File: config.mk
export PLATFORM = sky130hd
export DESIGN_NAME = cisa_branch_ldm_decode
export DESIGN_NICKNAME = d
export VERILOG_FILES = /design/src/pkg/cisa_pkg.sv /design/src/hw/cisa_branch_ldm_decode.sv
export SDC_FILE = /design/constraint.sdc
export NUM_CORES = 1
export LEC_CHECK = 0
export ABC_AREA = 1
export BUFFER_PORTS_ARGS = -buffer_cell sky130_fd_sc_hd__buf_2
export CORE_MARGIN = 10
export CORE_UTILIZATION = 60
export CTS_CLUSTER_DIAMETER = 150
export DETAILED_ROUTE_END_ITERATION = 10
export PLACE_DENSITY_LB_ADDON = 0.3
export RECOVER_POWER = 25
export SLEW_MARGIN = 5
export SYNTH_ARGS = -nofsm -noshare
export SYNTH_HDL_FRONTEND = slang
export SYNTH_SLANG_ARGS = --single-unit
File: constraint.sdc
create_clock -name MCLK_I -period 19 [get_ports MCLK_I]
set_input_delay 0.95 -clock MCLK_I [delete_from_list [all_inputs] [get_ports MCLK_I]]
set_output_delay 0.95 -clock MCLK_I [all_outputs]
set_load 0.01 [all_outputs]
File: src/pkg/cisa_pkg.sv
// shared constants and types for the compressed branch and multiple-transfer decoder
package cisa_pkg;
    // address arithmetic
    localparam logic [31:0] SWI_VECTOR = 32'h0000_0008;
    localparam logic [31:0] PREFETCH_OFS = 32'h0000_0004;
    localparam logic [31:0] HALF_STEP = 32'h0000_0002;
    localparam logic [31:0] WORD_STEP = 32'h0000_0004;
    // status register layout
    localparam int FLAG_N = 31;
    localparam int FLAG_Z = 30;
    localparam int FLAG_C = 29;
    localparam int FLAG_V = 28;
    localparam int STATE_BIT = 5;
    localparam logic [4:0] MODE_SVC = 5'h13;
    // opcode fields
    localparam logic [3:0] OP4_MULTI = 4'hC;
    localparam logic [3:0] OP4_COND = 4'hD;
    localparam logic [4:0] OP5_UNCOND = 5'h1C;
    localparam logic [3:0] OP4_LONG = 4'hF;
    localparam logic [3:0] COND_UNDEF = 4'hE;
    localparam logic [3:0] COND_SWI = 4'hF;
    // pipeline refill after a taken branch: 2 extra cycles, 3 in all
    localparam logic [1:0] REFILL_CYC = 2'h2;

    typedef enum logic [1:0] {ST_IDLE, ST_XFER, ST_WB, ST_REFILL} state_t;

    typedef struct packed {
        logic req;
        logic we;
        logic [31:0] addr;
        logic [31:0] wdata;
    } mem_req_t;

    typedef struct packed {
        logic we;
        logic [2:0] idx;
        logic [31:0] data;
    } reg_wr_t;
endpackage

File: src/hw/cisa_branch_ldm_decode.sv
// decode and execute of compressed multiple transfer, branch and interrupt formats
`timescale 1ns/1ns
module cisa_branch_ldm_decode
    import cisa_pkg::*;
(
    input wire logic MCLK_I,
    input wire logic ARST_N_I,
    input wire logic INSTR_VALID_I,
    input wire logic [15:0] INSTR_I,
    input wire logic [31:0] INSTR_ADDR_I,
    input wire logic [31:0] CURRENT_STATUS_REGISTER_I,
    input wire logic [31:0] LINK_I,
    input wire logic [31:0] REG_RDATA_I,
    input wire logic [31:0] MEM_RDATA_I,
    input wire logic MEM_ACK_I,
    output logic INSTR_READY_O,
    output logic [2:0] REG_RADDR_O,
    output reg_wr_t REG_WR_O,
    output mem_req_t MEM_O,
    output logic PC_WE_O,
    output logic [31:0] PC_O,
    output logic LR_WE_O,
    output logic [31:0] LR_O,
    output logic SAVED_STATUS_REGISTER_WE_O,
    output logic [31:0] SAVED_STATUS_REGISTER_O,
    output logic CURRENT_STATUS_REGISTER_WE_O,
    output logic [31:0] CURRENT_STATUS_REGISTER_O,
    output logic UNDEF_O,
    output logic DONE_O
);
    ////////////////////////////////////////////////////////////////////////////////
    // reset release
    logic rst_meta_q, rst_n_q;

    // two stages so the release is clean against the clock
    always_ff @(posedge MCLK_I or negedge ARST_N_I) begin
        if (!ARST_N_I) begin
            rst_meta_q <= 1'b0;
            rst_n_q <= 1'b0;
        end else begin
            rst_meta_q <= 1'b1;
            rst_n_q <= rst_meta_q;
        end
    end
    ////////////////////////////////////////////////////////////////////////////////
    // decode helpers
    state_t state_q, state_d;
    logic [7:0] list_q, list_d;
    logic [31:0] addr_q, addr_d;
    logic load_q, load_d;
    logic [2:0] base_q, base_d;
    logic [1:0] wait_q, wait_d;
    mem_req_t mem_q, mem_d;
    reg_wr_t regw_q, regw_d;
    logic pc_we_q, pc_we_d, lr_we_q, lr_we_d;
    logic saved_status_register_we_q, saved_status_register_we_d, current_status_register_we_q, current_status_register_we_d;
    logic [31:0] pc_q, pc_d, lr_q, lr_d, saved_status_register_q, saved_status_register_d, current_status_register_q, current_status_register_d;
    logic undef_q, undef_d, done_q, done_d;
    logic [2:0] cur_idx;
    logic [31:0] pc_base, next_addr, cond_ofs, unc_ofs, hi_ofs;
    logic [3:0] cond;
    logic cond_ok;
    logic accept;
    // condition evaluation looks at the flags only, never at register data
    function automatic logic cond_pass(input logic [3:0] c, input logic [31:0] psr);
        logic n, z, cy, v;
        {n, z, cy, v} = {psr[FLAG_N], psr[FLAG_Z], psr[FLAG_C], psr[FLAG_V]};
        case (c)
            4'h0: cond_pass = z;
            4'h1: cond_pass = !z;
            4'h2: cond_pass = cy;
            4'h3: cond_pass = !cy;
            4'h4: cond_pass = n;
            4'h5: cond_pass = !n;
            4'h6: cond_pass = v;
            4'h7: cond_pass = !v;
            4'h8: cond_pass = cy && !z;
            4'h9: cond_pass = !cy || z;
            4'hA: cond_pass = (n == v);
            4'hB: cond_pass = (n != v);
            4'hC: cond_pass = !z && (n == v);
            4'hD: cond_pass = z || (n != v);
            default: cond_pass = 1'b0;
        endcase
    endfunction
    // lowest listed register goes first, so addresses climb with the index
    always_comb begin
        cur_idx = 3'h0;
        for (int i = 7; i >= 0; i--) begin
            if (list_q[i]) begin
                cur_idx = 3'(i);
            end
        end
    end
    // offsets widened to the full address before any add
    assign cond = INSTR_I[11:8];
    assign cond_ok = cond_pass(cond, CURRENT_STATUS_REGISTER_I);
    assign pc_base = INSTR_ADDR_I + PREFETCH_OFS;
    assign next_addr = INSTR_ADDR_I + HALF_STEP;
    assign cond_ofs = {{23{INSTR_I[7]}}, INSTR_I[7:0], 1'b0};
    assign unc_ofs = {{20{INSTR_I[10]}}, INSTR_I[10:0], 1'b0};
    assign hi_ofs = {{9{INSTR_I[10]}}, INSTR_I[10:0], 12'h000};
    assign accept = INSTR_VALID_I && INSTR_READY_O;
    // handshake and register file read port are combinational
    assign INSTR_READY_O = (state_q == ST_IDLE);
    assign REG_RADDR_O = (state_q == ST_IDLE) ? INSTR_I[10:8] : cur_idx;
    ////////////////////////////////////////////////////////////////////////////////
    // next state
    always_comb begin
        state_d = state_q;
        list_d = list_q;
        addr_d = addr_q;
        load_d = load_q;
        base_d = base_q;
        wait_d = wait_q;
        mem_d = mem_q;
        regw_d = '0;
        pc_we_d = 1'b0;
        pc_d = pc_q;
        lr_we_d = 1'b0;
        lr_d = lr_q;
        saved_status_register_we_d = 1'b0;
        saved_status_register_d = saved_status_register_q;
        current_status_register_we_d = 1'b0;
        current_status_register_d = current_status_register_q;
        undef_d = 1'b0;
        done_d = 1'b0;
        case (state_q)
            ST_IDLE: begin
                if (accept) begin
                    if (INSTR_I[15:12] == OP4_MULTI) begin
                        load_d = INSTR_I[11];
                        base_d = INSTR_I[10:8];
                        list_d = INSTR_I[7:0];
                        addr_d = REG_RDATA_I;
                        state_d = ST_XFER;
                    end else if (INSTR_I[15:12] == OP4_COND) begin
                        if (cond == COND_SWI) begin
                            // comment byte is never looked at
                            lr_we_d = 1'b1;
                            lr_d = next_addr;
                            saved_status_register_we_d = 1'b1;
                            saved_status_register_d = CURRENT_STATUS_REGISTER_I;
                            current_status_register_we_d = 1'b1;
                            current_status_register_d = CURRENT_STATUS_REGISTER_I;
                            current_status_register_d[STATE_BIT] = 1'b0;
                            current_status_register_d[4:0] = MODE_SVC;
                            pc_we_d = 1'b1;
                            pc_d = SWI_VECTOR;
                            wait_d = REFILL_CYC - 2'h1;
                            state_d = ST_REFILL;
                        end else if (cond == COND_UNDEF) begin
                            undef_d = 1'b1;
                            done_d = 1'b1;
                        end else if (cond_ok) begin
                            pc_we_d = 1'b1;
                            pc_d = pc_base + cond_ofs;
                            wait_d = REFILL_CYC - 2'h1;
                            state_d = ST_REFILL;
                        end else begin
                            done_d = 1'b1;
                        end
                    end else if (INSTR_I[15:11] == OP5_UNCOND) begin
                        pc_we_d = 1'b1;
                        pc_d = pc_base + unc_ofs;
                        wait_d = REFILL_CYC - 2'h1;
                        state_d = ST_REFILL;
                    end else if (INSTR_I[15:12] == OP4_LONG) begin
                        if (!INSTR_I[11]) begin
                            lr_we_d = 1'b1;
                            lr_d = pc_base + hi_ofs;
                            done_d = 1'b1;
                        end else begin
                            pc_we_d = 1'b1;
                            // low half is unsigned: the sign already sits in the link value
                            pc_d = LINK_I + {20'h0_0000, INSTR_I[10:0], 1'b0};
                            lr_we_d = 1'b1;
                            lr_d = next_addr | 32'h0000_0001;
                            wait_d = REFILL_CYC - 2'h1;
                            state_d = ST_REFILL;
                        end
                    end
                end
            end
            ST_XFER: begin
                // one word in flight at a time; the bus paces the transfer
                if (mem_q.req) begin
                    if (MEM_ACK_I) begin
                        mem_d.req = 1'b0;
                        if (load_q) begin
                            regw_d = '{we: 1'b1, idx: cur_idx, data: MEM_RDATA_I};
                        end
                        list_d[cur_idx] = 1'b0;
                        addr_d = addr_q + WORD_STEP;
                    end
                end else if (list_q == 8'h00) begin
                    state_d = ST_WB;
                end else begin
                    mem_d = '{req: 1'b1, we: !load_q, addr: addr_q, wdata: REG_RDATA_I};
                end
            end
            ST_WB: begin
                // the trailing internal cycle of the transfer carries the write-back
                regw_d = '{we: 1'b1, idx: base_q, data: addr_q};
                done_d = 1'b1;
                state_d = ST_IDLE;
            end
            ST_REFILL: begin
                // fetch refill keeps taken branches at their full-width length
                if (wait_q == 2'h0) begin
                    done_d = 1'b1;
                    state_d = ST_IDLE;
                end else begin
                    wait_d = wait_q - 2'h1;
                end
            end
            default: state_d = ST_IDLE;
        endcase
    end
    ////////////////////////////////////////////////////////////////////////////////
    // state registers
    always_ff @(posedge MCLK_I or negedge rst_n_q) begin
        if (!rst_n_q) begin
            state_q <= ST_IDLE;
            list_q <= '0;
            addr_q <= '0;
            load_q <= 1'b0;
            base_q <= '0;
            wait_q <= '0;
            mem_q <= '0;
            regw_q <= '0;
            pc_we_q <= 1'b0;
            pc_q <= '0;
            lr_we_q <= 1'b0;
            lr_q <= '0;
            saved_status_register_we_q <= 1'b0;
            saved_status_register_q <= '0;
            current_status_register_we_q <= 1'b0;
            current_status_register_q <= '0;
            undef_q <= 1'b0;
            done_q <= 1'b0;
        end else begin
            state_q <= state_d;
            list_q <= list_d;
            addr_q <= addr_d;
            load_q <= load_d;
            base_q <= base_d;
            wait_q <= wait_d;
            mem_q <= mem_d;
            regw_q <= regw_d;
            pc_we_q <= pc_we_d;
            pc_q <= pc_d;
            lr_we_q <= lr_we_d;
            lr_q <= lr_d;
            saved_status_register_we_q <= saved_status_register_we_d;
            saved_status_register_q <= saved_status_register_d;
            current_status_register_we_q <= current_status_register_we_d;
            current_status_register_q <= current_status_register_d;
            undef_q <= undef_d;
            done_q <= done_d;
        end
    end
    // all data outputs straight from flops
    assign REG_WR_O = regw_q;
    assign MEM_O = mem_q;
    assign PC_WE_O = pc_we_q;
    assign PC_O = pc_q;
    assign LR_WE_O = lr_we_q;
    assign LR_O = lr_q;
    assign SAVED_STATUS_REGISTER_WE_O = saved_status_register_we_q;
    assign SAVED_STATUS_REGISTER_O = saved_status_register_q;
    assign CURRENT_STATUS_REGISTER_WE_O = current_status_register_we_q;
    assign CURRENT_STATUS_REGISTER_O = current_status_register_q;
    assign UNDEF_O = undef_q;
    assign DONE_O = done_q;
endmodule // cisa_branch_ldm_decode

==> qor.csv <==
metric,value,unit
YS warnings,0,
DRT Wirelength,75.02,mm
Rel. slew slack,-155.6,%
Starting Density,60.86,%
Yosys top cell area share,33.09,%
Worst setup SP type,flip-flop,
Multi-input gate area,11090,µm²
PostCTS Resize Cnt,0,
fraction of layout cells with a size suffix above 1,17.38,%
initial antenna violation count,4,
Mapped Avg Cell Area,6.777,µm²
"commonest non-fill, non-tap cell in the layout",nand2_1,
Hold Fails Final Rpt,0,
CP required,18790,ps
synthesized instance count,2834,
max-cap viol count,4,
failing checks,"capacitance limit, slew limit",
H-tree Lvls,1,
ranking of synthesized cells by area,"dfrtp_1, nand2_1, inv_1",
GPL Wtd Cong,1.086,
Ports,420,
Sequential Area,6356,µm²
family with the most delay on the worst path,buffers and inverters,
CTS Buf Count,28,
first-pass GRT wire length,113.2,mm
Worst setup EP type,asynchronous set/reset pin,
Yosys reg bits,254,
CP max FO,69,
Area Growth Syn to Fin,15.99,%
"commonest non-fill, non-tap cells in the layout","nand2_1, buf_2, inv_1",
initial DRC count,2224,
RSZ-0062 raised after global routing,no,
critical path class,flip-flop to asynchronous set/reset pin,
largest net degree at the start of global routing,88,
Util after Layout,70.59,%
Die Span Y,198.9,µm
Die ar.,39570,µm²
Power Dens Cells,114.8,nW/µm²
Cell Rows,65,
grt ovf,0,
vias per cell,5.848,
fraction of registers with async set/reset,100.0,%
drt pass-1 iters,8,
fmax,186.3,MHz
Post-synth EDFFs,0,
maximum VDD drop,106.8,µV
Pleak,12.11,nW
Crit-path slowest cell,clkbuf_1,
CP max stage delay,2780,ps
number of fill cells in the layout,2701,
routed via count,21150,
HPWL Detailed,58.56,mm
fin nets,3463,
wire per inst,20.74,µm
hold_buf cts,0,
Tot Pwr,2.558,mW
register area share after synthesis,33.09,%
Port Buffers,416,
HP Class,input port to asynchronous set/reset pin,
status,finished with violations,
DRC,0,
clock slew at reported path FFs,60,ps
vias in the first global route,20300,
Clock Tree Root,clkbuf_16,
Total GRT Usage,36.19,%
hold_ws,186.8,ps
WP buf/inv,1,
DIE WIDTH,198.9,µm
post-CTS setup buffer count,0,
"Distinct cells, synth",55,
Setup Skew,41.62,ps
clock sink count,254,
worst skew pair latency,580,ps
Tmin final,5368,ps
crit-path cells,clkbuf_1,
Most used DFF post-synth,dfrtp_1,
post-synth top area cell,dfrtp_1,
antenna violation net count after detailed routing,0,
CTS tree,built,
slew of the pin with the lowest slew margin,3834,ps
core footprint,31560,µm²
Setup TNS,0,ps
Final period util,28.25,%
WP data arrival,5160,ps
Final setup viols,0,
Syn Std Cell Area,19210,µm²
clk buf depth,3,
Max Slew Vio Count,209,
-- worst paths after layout --
check,startpoint,cells past startpoint,to,slack (ps)
max,rst_n_q,1,LR_O[24],13630
min,ARST_N_I,1,rst_n_q,190
max reg2reg,rst_n_q,1,LR_O[24],13630
min reg2reg,rst_meta_q,0,rst_n_q,350
max in group MCLK_I,INSTR_I[10],4,REG_RADDR_O[2],14550
min in group MCLK_I,rst_meta_q,0,rst_n_q,350
-- state kept, by name, indices dropped and copies added, names as in the netlist --
name and flops:
CURRENT_STATUS_REGISTER_O 1, CURRENT_STATUS_REGISTER_WE_O 1, DONE_O 1, LR_O 32, LR_WE_O 1, MEM_O 66
PC_O 32, PC_WE_O 1, REG_WR_O 36, SAVED_STATUS_REGISTER_O 32, UNDEF_O 1, addr_q 32
base_q 3, list_q 8, load_q 1, rst_meta_q 1, rst_n_q 1, state_q 2
wait_q 2
-- Yosys cell counts (12+ instances only) --
cell type and count:
mux2_2 43, nor3_1 45, nand3b_1 12, xor2_1 51, o21ai_0 121, buf_2 24, o22ai_1 13, a21oi_1 177
nand2_1 933, inv_1 317, nand3_1 186, or2_2 13, clkbuf_1 34, o211ai_1 27, ha_1 90, o21a_1 25
nor2_1 270, nand4_1 32, buf_4 37, xnor2_1 16, dfrtp_1 254
-- cell type report --
cell class / count / share of cell area, %
antenna: 4 / 0.04493
tap: 402 / 2.258
inverter: 326 / 5.493
clock inverter: 16 / 0.9043
clock buffer: 35 / 3.443
timing repair buffer: 425 / 9.560
sequential: 254 / 28.53
multi-input combinational: 2155 / 49.76
-- kinds of logic after synthesis --
group,synth area share (%)
compound gates,12.05
xor+xnor,3.055
fa+ha+maj,6.176
buf+inv,9.277
flops,33.09
mux,2.521
other cells,0.03910
simple gates,33.79
-- metal layers --
metal	up-vias	GRT usage (%)	routed length, µm	share of wire (%)
met5	-	0	0	0
met4	0	19.33	4267	5.7
met3	243	7.232	7398	9.9
met2	1246	60.06	35360	47
met1	9804	43.49	27990	37
li1	9859	-	-	-
-- per-stage QoR --
stage          area [µm²]  instances  worst slack, ps
4_1_cts             22290       3613            14860
6_report            22280       3617            13630
2_1_floorplan       19210       2836            11400
3_3_place_gp        21320       3562            14380
3_5_place_dp        21320       3562            14290
5_1_grt             22280       3617            12660
-- where the power goes --
part	internal [mW]	switching, mW	total (mW)
clock network	0.341	0.240	0.581
logic	0.392	0.687	1.08
registers	0.739	0.159	0.898
total	1.47	1.09	2.56
Note: power is estimated with default switching activity, not from simulation.
